**src/rtl/stream_write_regs.svh**
```systemverilog
`ifndef STREAM_WRITE_REGS_SVH
`define STREAM_WRITE_REGS_SVH

// Register word offsets (byte addresses)
`define OFF_OPT_LOW 8'h00
`define OFF_OPT_HIGH 8'h04
`define OFF_COUNT 8'h08
`define OFF_LBA_LOW 8'h0c
`define OFF_LBA_HIGH 8'h10
`define OFF_CMD_STATUS 8'h14
`define OFF_ERR_LOG 8'h18
`define OFF_ERR_ADDR 8'h1c
`define OFF_CTRL 8'h20
`define OFF_TIME_UNIT 8'h24
`define OFF_SECT_LEFT 8'h28
`define OFF_DEFAULTS 8'h40

// Field positions
`define CTRL_UPPER_VIEW_BIT 0
`define DEFAULTS_IDX_MSB 4
`define DEFAULTS_IDX_LSB 2

// Command and counts
`define OPCODE_STREAM_WRITE 8'h3b
`define SECTORS_FOR_ZERO 17'h10000

// Reset values
`define RST_STATUS 8'h40
`define RST_ERR_LOG 8'h00
`define RST_TIME_UNIT 32'h0000_0001

// Timing
`define CLK_PERIOD_NS 8
`define MICROSECOND_NS 1000

`endif

```
**src/rtl/stream_write_pkg.sv**
```systemverilog
`default_nettype none
package stream_write_pkg;

	typedef enum logic [2:0] {
		ST_IDLE = 3'b001,
		ST_XFER = 3'b010,
		ST_DRAIN = 3'b100
	} state_type;

	typedef struct packed {
		logic busy;
		logic ready;
		logic stream_fault_flag;
		logic fault_ds;
		logic drq;
		logic corrected;
		logic index;
		logic err;
	} status_type;

	typedef struct packed {
		logic crc;
		logic uncorrectable;
		logic rsv5;
		logic target_missing;
		logic rsv3;
		logic command_rejected;
		logic rsv1;
		logic deadline_expired_flag;
	} err_log_type;

	typedef struct packed {
		logic valid;
		logic target_missing;
		logic command_rejected;
	} media_fault_type;

	typedef struct packed {
		logic priority_request;
		logic write_continuous;
		logic flush;
		logic handle_error;
		logic rsv3;
		logic [2:0] stream_id;
	} opt_low_type;

endpackage
`default_nettype wire

```
**src/rtl/stream_write_cmd.sv**
```systemverilog
// How it works
// - Writing opcode 3Bh to the command register starts the streaming write.
// - Sector count of 1 to 65536 is moved; zero means 65536 sectors.
// - Option bit 6 sets write-continuous: errors never halt the command.
// - Write-continuous with errors: finish all sectors, then busy 0, fault 1, err 0.
// - That case logs target-missing or command-rejected in the error log.
// - Write-continuous deadline expiry stops the command: busy 0, fault 1, err 0.
// - Deadline expiry sets the deadline-expired flag in the error log.
// - Always try to move every requested sector before the deadline.
// - Option bit 7 marks priority; finish fast and within the deadline.
// - Deadline is high option byte times time unit, microseconds, from command write.
// - Zero byte uses stream default; zero default means none; below minimum is raised.
// - Low option bits carry stream id selecting per-stream behaviour.
// - Error completion returns first failing 48-bit address, upper view selects half.
//
// Design decisions made here: the Wishbone register port and the register offsets.
`timescale 1ns/10ps
`default_nettype none
`include "stream_write_regs.svh"

module stream_write_cmd #(
	parameter int DATA_W = 16,
	parameter int WORDS_PER_SECTOR = 256,
	parameter logic [39:0] MIN_DEADLINE_US = 40'h00_0000_0001
) (
	// Clock and reset
	input wire logic clock_in,
	input wire logic arst_n_in,
	// Wishbone slave
	input wire logic wb_cyc_in,
	input wire logic wb_stb_in,
	input wire logic wb_we_in,
	input wire logic [7:0] wb_adr_in,
	input wire logic [3:0] wb_sel_in,
	input wire logic [31:0] wb_dat_in,
	output logic [31:0] wb_dat_out,
	output logic wb_ack_out,
	// Host data in
	input wire logic [DATA_W-1:0] host_data_in,
	input wire logic host_valid_in,
	output logic host_ready_out,
	// Media data out
	output logic [DATA_W-1:0] media_data_out,
	output logic media_valid_out,
	input wire logic media_ready_in,
	input wire stream_write_pkg::media_fault_type media_fault_in,
	// Command state
	output logic busy_out,
	output logic done_out,
	output logic priority_out,
	output logic [2:0] stream_id_out
);
	import stream_write_pkg::*;

	localparam int CYC_PER_US = `MICROSECOND_NS / `CLK_PERIOD_NS;
	localparam int WCNT_W = $clog2(WORDS_PER_SECTOR);

	opt_low_type opt_low_reg;
	logic [7:0] opt_high_reg;
	logic [15:0] count_reg;
	logic [47:0] lba_reg;
	logic upper_view_reg;
	logic [31:0] time_unit_reg;
	logic [31:0] default_reg [0:7];
	status_type status_reg;
	err_log_type err_log_reg;
	logic [47:0] err_addr_reg;
	logic err_seen_reg;
	state_type state_reg;
	logic [16:0] sect_left_reg;
	logic [WCNT_W-1:0] word_reg;
	logic [47:0] lba_cur_reg;
	logic wc_reg;
	logic [39:0] rem_us_reg;
	logic [6:0] presc_reg;
	logic dl_on_reg;
	logic [DATA_W-1:0] slot0_reg;
	logic [DATA_W-1:0] slot1_reg;
	logic [1:0] fill_reg;
	logic ack_reg;
	logic [31:0] rd_reg;

	logic wr_fire;
	logic start_cmd;
	logic bad_cmd;
	logic [31:0] rd_word;
	logic push;
	logic pop;
	logic last_word;
	logic expired;
	logic fault_stop;
	logic stop_now;
	logic drain_done;
	logic [1:0] fill_next;
	logic [1:0] occ;
	logic [39:0] dl_load;
	logic [39:0] dl_raw;

	function automatic logic [31:0] merge(input logic [31:0] old, input logic [31:0] nw,
		input logic [3:0] sel);
		logic [31:0] res;
		res = old;
		for (int b = 0; b < 4; b++) begin
			if (sel[b]) begin
				res[b*8 +: 8] = nw[b*8 +: 8];
			end
		end
		return res;
	endfunction

	// Bus slave: one wait state, write lands on the edge that sees ack
	assign wr_fire = wb_cyc_in && wb_stb_in && wb_we_in && ack_reg;
	assign start_cmd = wr_fire && (wb_adr_in == `OFF_CMD_STATUS) && wb_sel_in[0] &&
		!status_reg.busy && (wb_dat_in[7:0] == `OPCODE_STREAM_WRITE);
	assign bad_cmd = wr_fire && (wb_adr_in == `OFF_CMD_STATUS) && wb_sel_in[0] &&
		!status_reg.busy && (wb_dat_in[7:0] != `OPCODE_STREAM_WRITE);

	always_comb begin
		rd_word = 32'h0000_0000;
		if (wb_adr_in == `OFF_CMD_STATUS) begin
			rd_word = {24'h00_0000, status_reg};
		end else if (wb_adr_in == `OFF_ERR_LOG) begin
			rd_word = {24'h00_0000, err_log_reg};
		end else if (wb_adr_in == `OFF_ERR_ADDR) begin
			rd_word = {8'h00, upper_view_reg ? err_addr_reg[47:24] : err_addr_reg[23:0]};
		end else if (wb_adr_in == `OFF_CTRL) begin
			rd_word = {31'h0000_0000, upper_view_reg};
		end else if (wb_adr_in == `OFF_TIME_UNIT) begin
			rd_word = time_unit_reg;
		end else if (wb_adr_in == `OFF_SECT_LEFT) begin
			rd_word = {15'h0000, sect_left_reg};
		end else if (wb_adr_in[7:5] == 3'h2) begin
			rd_word = default_reg[wb_adr_in[`DEFAULTS_IDX_MSB:`DEFAULTS_IDX_LSB]];
		end
	end

	always_ff @(posedge clock_in or negedge arst_n_in) begin
		if (!arst_n_in) begin
			ack_reg <= 1'b0;
			rd_reg <= 32'h0000_0000;
		end else begin
			ack_reg <= wb_cyc_in && wb_stb_in && !ack_reg;
			if (wb_cyc_in && wb_stb_in && !ack_reg) begin
				rd_reg <= rd_word;
			end
		end
	end

	assign wb_ack_out = ack_reg;
	assign wb_dat_out = rd_reg;

	// Command block; an option, count or LBA write while busy is dropped so a running command stays intact
	always_ff @(posedge clock_in or negedge arst_n_in) begin
		if (!arst_n_in) begin
			opt_low_reg <= '0;
			opt_high_reg <= 8'h00;
			count_reg <= 16'h0000;
			lba_reg <= 48'h0000_0000_0000;
			upper_view_reg <= 1'b0;
			time_unit_reg <= `RST_TIME_UNIT;
			for (int i = 0; i < 8; i++) begin
				default_reg[i] <= 32'h0000_0000;
			end
		end else if (wr_fire) begin
			if (wb_adr_in == `OFF_CTRL && wb_sel_in[0]) begin
				upper_view_reg <= wb_dat_in[`CTRL_UPPER_VIEW_BIT];
			end else if (wb_adr_in == `OFF_TIME_UNIT) begin
				time_unit_reg <= merge(time_unit_reg, wb_dat_in, wb_sel_in);
			end else if (wb_adr_in[7:5] == 3'h2) begin
				default_reg[wb_adr_in[`DEFAULTS_IDX_MSB:`DEFAULTS_IDX_LSB]] <=
					merge(default_reg[wb_adr_in[`DEFAULTS_IDX_MSB:`DEFAULTS_IDX_LSB]],
					wb_dat_in, wb_sel_in);
			end else if (!status_reg.busy) begin
				if (wb_adr_in == `OFF_OPT_LOW && wb_sel_in[0]) begin
					opt_low_reg <= wb_dat_in[7:0];
				end else if (wb_adr_in == `OFF_OPT_HIGH && wb_sel_in[0]) begin
					opt_high_reg <= wb_dat_in[7:0];
				end else if (wb_adr_in == `OFF_COUNT) begin
					count_reg <= 16'(merge({16'h0000, count_reg}, wb_dat_in, wb_sel_in));
				end else if (wb_adr_in == `OFF_LBA_LOW) begin
					lba_reg[23:0] <= 24'(merge({8'h00, lba_reg[23:0]}, wb_dat_in, wb_sel_in));
				end else if (wb_adr_in == `OFF_LBA_HIGH) begin
					lba_reg[47:24] <= 24'(merge({8'h00, lba_reg[47:24]}, wb_dat_in, wb_sel_in));
				end
			end
		end
	end

	// Deadline in microseconds
	always_comb begin
		dl_raw = 40'(opt_high_reg) * 40'(time_unit_reg);
		if (opt_high_reg == 8'h00) begin
			dl_raw = 40'(default_reg[opt_low_reg.stream_id]);
		end
		dl_load = (dl_raw < MIN_DEADLINE_US) ? MIN_DEADLINE_US : dl_raw;
	end

	// Counting starts at the command write and stops at completion
	always_ff @(posedge clock_in or negedge arst_n_in) begin
		if (!arst_n_in) begin
			dl_on_reg <= 1'b0;
			rem_us_reg <= 40'h00_0000_0000;
			presc_reg <= 7'h00;
		end else if (start_cmd) begin
			dl_on_reg <= (dl_raw != 40'h00_0000_0000);
			rem_us_reg <= dl_load;
			presc_reg <= 7'h00;
		end else if (state_reg == ST_IDLE) begin
			dl_on_reg <= 1'b0;
		end else if (presc_reg == 7'(CYC_PER_US - 1)) begin
			presc_reg <= 7'h00;
			if (rem_us_reg != 40'h00_0000_0000) begin
				rem_us_reg <= rem_us_reg - 40'h00_0000_0001;
			end
		end else begin
			presc_reg <= presc_reg + 7'h01;
		end
	end

	assign expired = dl_on_reg && (rem_us_reg == 40'h00_0000_0000) && (state_reg != ST_IDLE);
	assign fault_stop = media_fault_in.valid && !wc_reg && (state_reg != ST_IDLE);
	assign stop_now = expired || fault_stop;
	assign last_word = (word_reg == WCNT_W'(WORDS_PER_SECTOR - 1)) &&
		(sect_left_reg == 17'h0_0001);
	assign drain_done = (state_reg == ST_DRAIN) && (fill_reg == 2'h0);

	// Two-entry buffer keeps words safe while the media side stalls
	assign pop = media_valid_out && media_ready_in;
	assign push = host_valid_in && host_ready_out && (state_reg == ST_XFER) && !stop_now;
	assign occ = fill_reg - {1'b0, pop};
	assign fill_next = stop_now ? 2'h0 : occ + {1'b0, push};

	always_ff @(posedge clock_in or negedge arst_n_in) begin
		if (!arst_n_in) begin
			fill_reg <= 2'h0;
			slot0_reg <= '0;
			slot1_reg <= '0;
			media_valid_out <= 1'b0;
			host_ready_out <= 1'b0;
		end else begin
			fill_reg <= fill_next;
			if (pop && fill_reg == 2'h2) begin
				slot0_reg <= slot1_reg;
			end
			if (push && occ == 2'h0) begin
				slot0_reg <= host_data_in;
			end else if (push) begin
				slot1_reg <= host_data_in;
			end
			media_valid_out <= (fill_next != 2'h0);
			host_ready_out <= (fill_next != 2'h2) && (state_reg == ST_XFER) &&
				!stop_now && !(push && last_word);
		end
	end

	assign media_data_out = slot0_reg;

	// Sequencing: sectors, errors and completion status
	always_ff @(posedge clock_in or negedge arst_n_in) begin
		if (!arst_n_in) begin
			state_reg <= ST_IDLE;
			status_reg <= `RST_STATUS;
			err_log_reg <= `RST_ERR_LOG;
			err_addr_reg <= 48'h0000_0000_0000;
			err_seen_reg <= 1'b0;
			sect_left_reg <= 17'h0_0000;
			word_reg <= '0;
			lba_cur_reg <= 48'h0000_0000_0000;
			wc_reg <= 1'b0;
			done_out <= 1'b0;
			busy_out <= 1'b0;
			priority_out <= 1'b0;
			stream_id_out <= 3'h0;
		end else begin
			done_out <= 1'b0;
			case (state_reg)
				ST_IDLE: begin
					if (start_cmd) begin
						state_reg <= ST_XFER;
						status_reg <= `RST_STATUS;
						status_reg.busy <= 1'b1;
						status_reg.drq <= 1'b1;
						err_log_reg <= `RST_ERR_LOG;
						err_seen_reg <= 1'b0;
						sect_left_reg <= (count_reg == 16'h0000) ?
							`SECTORS_FOR_ZERO : {1'b0, count_reg};
						word_reg <= '0;
						lba_cur_reg <= lba_reg;
						wc_reg <= opt_low_reg.write_continuous;
						busy_out <= 1'b1;
						priority_out <= opt_low_reg.priority_request;
						stream_id_out <= opt_low_reg.stream_id;
					end else if (bad_cmd) begin
						status_reg.err <= 1'b1;
						err_log_reg <= `RST_ERR_LOG;
						err_log_reg.command_rejected <= 1'b1;
						done_out <= 1'b1;
					end
				end
				ST_XFER, ST_DRAIN: begin
					if (media_fault_in.valid) begin
						err_log_reg.target_missing <= err_log_reg.target_missing ||
							media_fault_in.target_missing;
						err_log_reg.command_rejected <= err_log_reg.command_rejected ||
							media_fault_in.command_rejected;
						err_seen_reg <= 1'b1;
						if (!err_seen_reg) begin
							err_addr_reg <= lba_cur_reg;
						end
					end
					if (stop_now || drain_done) begin
						state_reg <= ST_IDLE;
						status_reg.busy <= 1'b0;
						status_reg.drq <= 1'b0;
						busy_out <= 1'b0;
						done_out <= 1'b1;
						status_reg.stream_fault_flag <= wc_reg &&
							(expired || err_seen_reg || media_fault_in.valid);
						status_reg.err <= !wc_reg &&
							(expired || media_fault_in.valid);
						if (expired) begin
							err_log_reg.deadline_expired_flag <= 1'b1;
						end
					end else if (push) begin
						// With write-continuous set, a bad word does not end the sector walk
						word_reg <= word_reg + WCNT_W'(1);
						if (word_reg == WCNT_W'(WORDS_PER_SECTOR - 1)) begin
							word_reg <= '0;
							sect_left_reg <= sect_left_reg - 17'h0_0001;
							lba_cur_reg <= lba_cur_reg + 48'h0000_0000_0001;
							if (last_word) begin
								state_reg <= ST_DRAIN;
								status_reg.drq <= 1'b0;
							end
						end
					end
				end
				default: begin
					state_reg <= ST_IDLE;
				end
			endcase
		end
	end

endmodule
`default_nettype wire

```
**config.mk**
```make
export PLATFORM = sky130hd
export DESIGN_NAME = stream_write_cmd
export DESIGN_NICKNAME = d
export VERILOG_FILES = /design/src/rtl/stream_write_pkg.sv /design/src/rtl/stream_write_cmd.sv
export VERILOG_INCLUDE_DIRS = /design/src /design/src/rtl
export SDC_FILE = /design/constraint.sdc
export NUM_CORES = 2
export LEC_CHECK = 0
export ABC_AREA = 1
export BUFFER_PORTS_ARGS = -buffer_cell sky130_fd_sc_hd__buf_4
export CORE_UTILIZATION = 45
export CTS_CLUSTER_DIAMETER = 50
export DETAILED_ROUTE_END_ITERATION = 8
export SLEW_MARGIN = 20
export SYNTH_ARGS = -nofsm -noshare
export SYNTH_HDL_FRONTEND = slang
export SYNTH_SLANG_ARGS = --single-unit
export TNS_END_PERCENT = 50
```
**constraint.sdc**
```tcl
create_clock -name clock_in -period 5.8 [get_ports clock_in]
set_input_delay 1.45 -clock clock_in [delete_from_list [all_inputs] [get_ports clock_in]]
set_output_delay 1.45 -clock clock_in [all_outputs]
set_load 0.02 [all_outputs]
```
==> summary.md <==
| Metric | Value |
|---|---|
| Fin crit period | 5470 ps |
| Pre-CTS WS | 342 ps |
| Dominant cells by area after synthesis | dfrtp_1 37%, nand2_1 14%, fa_1 8.7%, o21ai_0 8.4%, inv_1 7.3% |
| Vias | 38.0k |
| Final setup violation count | 0 |
| RD Place Congestion | 0.955 |
| PortBufs | 126 |
| Cell Area, Synth | 41,500 um2 |
| DRT Pass-1 Iters | 8 |
| Number of global-route vias before repair | 36.5k |
| Starting DRT DRC Count | 4,009 |
| Most common cell in the netlist | nand2_1 |
| CTS H-tree depth | 3 |
| Element type at the critical path end | flop |
| Total power | 0.0104 W |
| Max VDD drop | 0.271 mV |
| Vias per cell | 5.53 |
| Root Buffer | clkbuf_16 |
| Routed WL | 144,000 um |
| Synthesized area per cell | 7.42 um2 |
| RSZ-0062 raised after global routing | false |
| Synth-to-layout area growth | 12.2% |
| Cell taking the most area after synthesis | dfrtp_1 |
| Site row count | 111 |
| Sw frac | 0.250 |
| Max reg flops | 256 |
| Power share of the clock group | 0.530 |
| Sw power | 0.00261 W |
| Asr flop ratio synth | 1.00 |
| Dpl cell area | 43,600 um2 |
| CP max FO | 10 |
| Die height | 306 um |
| Largest net degree at the start of global routing | 110 |
| Post-route DRC | 0 |
| I/O pin total | 127 |
| Final TNS setup | 0 ps |
| Worst-path clk slew | 60 ps |
| Top FF cell, synth | dfrtp_1 |
| Layout cells sized above 1 | 0.0807 |
| Post-route cell area | 46,600 um2 |
| Static leakage | 23.8 nW |
| Global route overflow | 0 |
| Hold Fails Final Rpt | 0 |
| Wire per inst | 20.9 um |
| Final ANT Viol Nets | 0 |
| Max_cap viols | 0 |
| Die area | 93,500 um2 |
| Hold Crit Class | flop to flop |
| Worst setup SP type | flop |
| Worst Path Required | 6380 ps |
| Worst-margin pin slew | 1090 ps |
| Global Route Usage Sum | 0.308 |
| Area of the core | 91,500 um2 |
| First-pass GRT wire length | 221,000 um |
| Syn nets | 5,920 |
| R2r worst-path depth | 27 |
| TritonCTS Buffers | 85 |
| CTS tree | yes |
| EDFF count, synth | 0 |
| DP Wirelength | 102,000 um |
| Min-delay src | lba_reg[0]$_DFFE_PN0P_ |
| Clk_skew | 40.2 ps |
| Crit Path Category | flop to flop |
| Clock Path Buffers | 3 |
| Flop pwr share | 0.422 |
| Initial antenna violation count | 4 |
| Fin crit share | 0.944 |
| End-of-flow core utilization | 0.509 |
| Outcome | completed |
| Synth Register Bits | 621 |
| Max Transition Viols Final | 0 |
| Sequential share of the synthesized area | 0.374 |
| Commonest cells post-synth | 1,572 x nand2_1, 806 x inv_1, 699 x o21ai_0 |
| Starting density of the core | 0.454 |
| F_max | 183 MHz |
| Clock sink count | 621 |
| Most frequent CP cell | nand2_1 |
| Setup crit start | time_unit_reg[16]$_DFFE_PN0P_ |
| Cells after Synth | 5,601 |
| Comb pwr share | 0.048 |
| Final WS setup | 326 ps |
| Slowest-stage cell, CP | dfrtp_1 |
| Pwr Density | 224 nW/um2 |
| Internal | 0.00782 W |
| Synth cell types | 64 |
| Die Wd | 306 um |
| Fin nets | 5,927 |
| CP arrival | 6060 ps |
| Ys Warns | 0 |
| Relative slew slack | 0.264 |
| Skew-Pair Late Insertion Delay | 680 ps |
| Reg2reg start | time_unit_reg[16]$_DFFE_PN0P_ |
| CP peak stage delay | 790 ps |
| Worst hold path depth | 2 |
| Yosys top cell area share | 0.373 |
-- per-stage QoR --
stage	instances	hold WS, ps
global route	6864	490
floorplan	5601	439
detailed placement	6707	460
CTS	6864	476
global placement	6707	459
finish	6867	471
-- worst max-delay path, delay by kind of cell, from the launching register on --
family	cells	cell delay [ps]
adders and majority gates	5	2380
buffers and inverters	5	340
DFF	1	790
and+or+nand+nor	17	1850
-- cell families after synthesis --
family | share of synthesized area
and+or+nand+nor | 0.233
buffers and inverters | 0.105
AOI/OAI and AO/OA | 0.153
DFF | 0.374
muxes | 0.0128
xor gates and xnor gates | 0.0143
adders and majority gates | 0.108
-- layer usage --
metal | global-route usage | wire length (um)
met5 | 0 | 0
met4 | 0.0927 | 4130
met3 | 0.0467 | 11500
met2 | 0.486 | 64800
met1 | 0.436 | 63200
-- timing repair --
action,CTS,global route
gates resized for setup,0,4
setup endpoints to repair,0,2
hold buffers,0,0
setup buffers,0,0
-- power groups by stage --
stage	Sequential [W]	Combinational, W	Clock [W]
CTS	0.00440	0.000500	0.00562
global placement	0.00448	0.000499	0
global route	0.00440	0.000540	0.00578
finish	0.00440	0.000500	0.00552
floorplan	0.00448	0.000180	0
detailed placement	0.00448	0.000500	0
-- cells in the final DEF, fill, tap and decap left out, types with 9 or more instances in the layout --
master	netlist	final
nand2_1	1572	1571
ha_1	69	69
o211ai_1	27	27
dfrtp_1	619	613
o311ai_0	15	15
inv_6	1	9
o21ai_0	699	699
clkbuf_1	212	12
nor4_1	20	20
fa_1	180	180
a21oi_1	132	131
o221ai_1	11	11
nand4_1	34	34
o22ai_1	45	45
clkbuf_8	0	19
buf_12	0	10
buf_4	8	204
nor2_2	7	11
nand3_2	0	9
inv_2	12	14
xor2_1	61	61
a22oi_1	93	93
nand3_1	280	271
nor3_1	59	59
nor2_4	7	9
inv_1	806	803
o21ai_1	47	47
clkbuf_16	0	86
mux2i_1	33	33
nand3b_1	11	11
nor2_1	338	332
a221oi_1	18	18
mux2_2	18	18
-- final cells by class --
| class | instances | area (um2) |
|---|---|---|
| inverters | 825 | 3110 |
| flip-flops and latches | 621 | 15600 |
| fillers | 9040 | 44900 |
| clock buffers | 117 | 2460 |
| well taps | 1186 | 1480 |
| diodes | 3 | 7.51 |
| clock inverters | 40 | 562 |
| multi-input cells | 3860 | 21700 |
| repair buffers | 215 | 1750 |
-- path summary, 6_finish.rpt --
kind	to	slack, ps
worst min register to register	lba_reg[0]$_DFFE_PN0P_	470
min in group asynchronous	wb_dat_out[29]$_DFFE_PN0P_	810
worst min-delay path	lba_reg[0]$_DFFE_PN0P_	470
worst max-delay path	rem_us_reg[0]$_DFFE_PN0P_	330
max in group asynchronous	lba_reg[15]$_DFFE_PN0P_	3810
worst max register to register	rem_us_reg[0]$_DFFE_PN0P_	330
No activity file was read; power rests on OpenSTA's default activity.
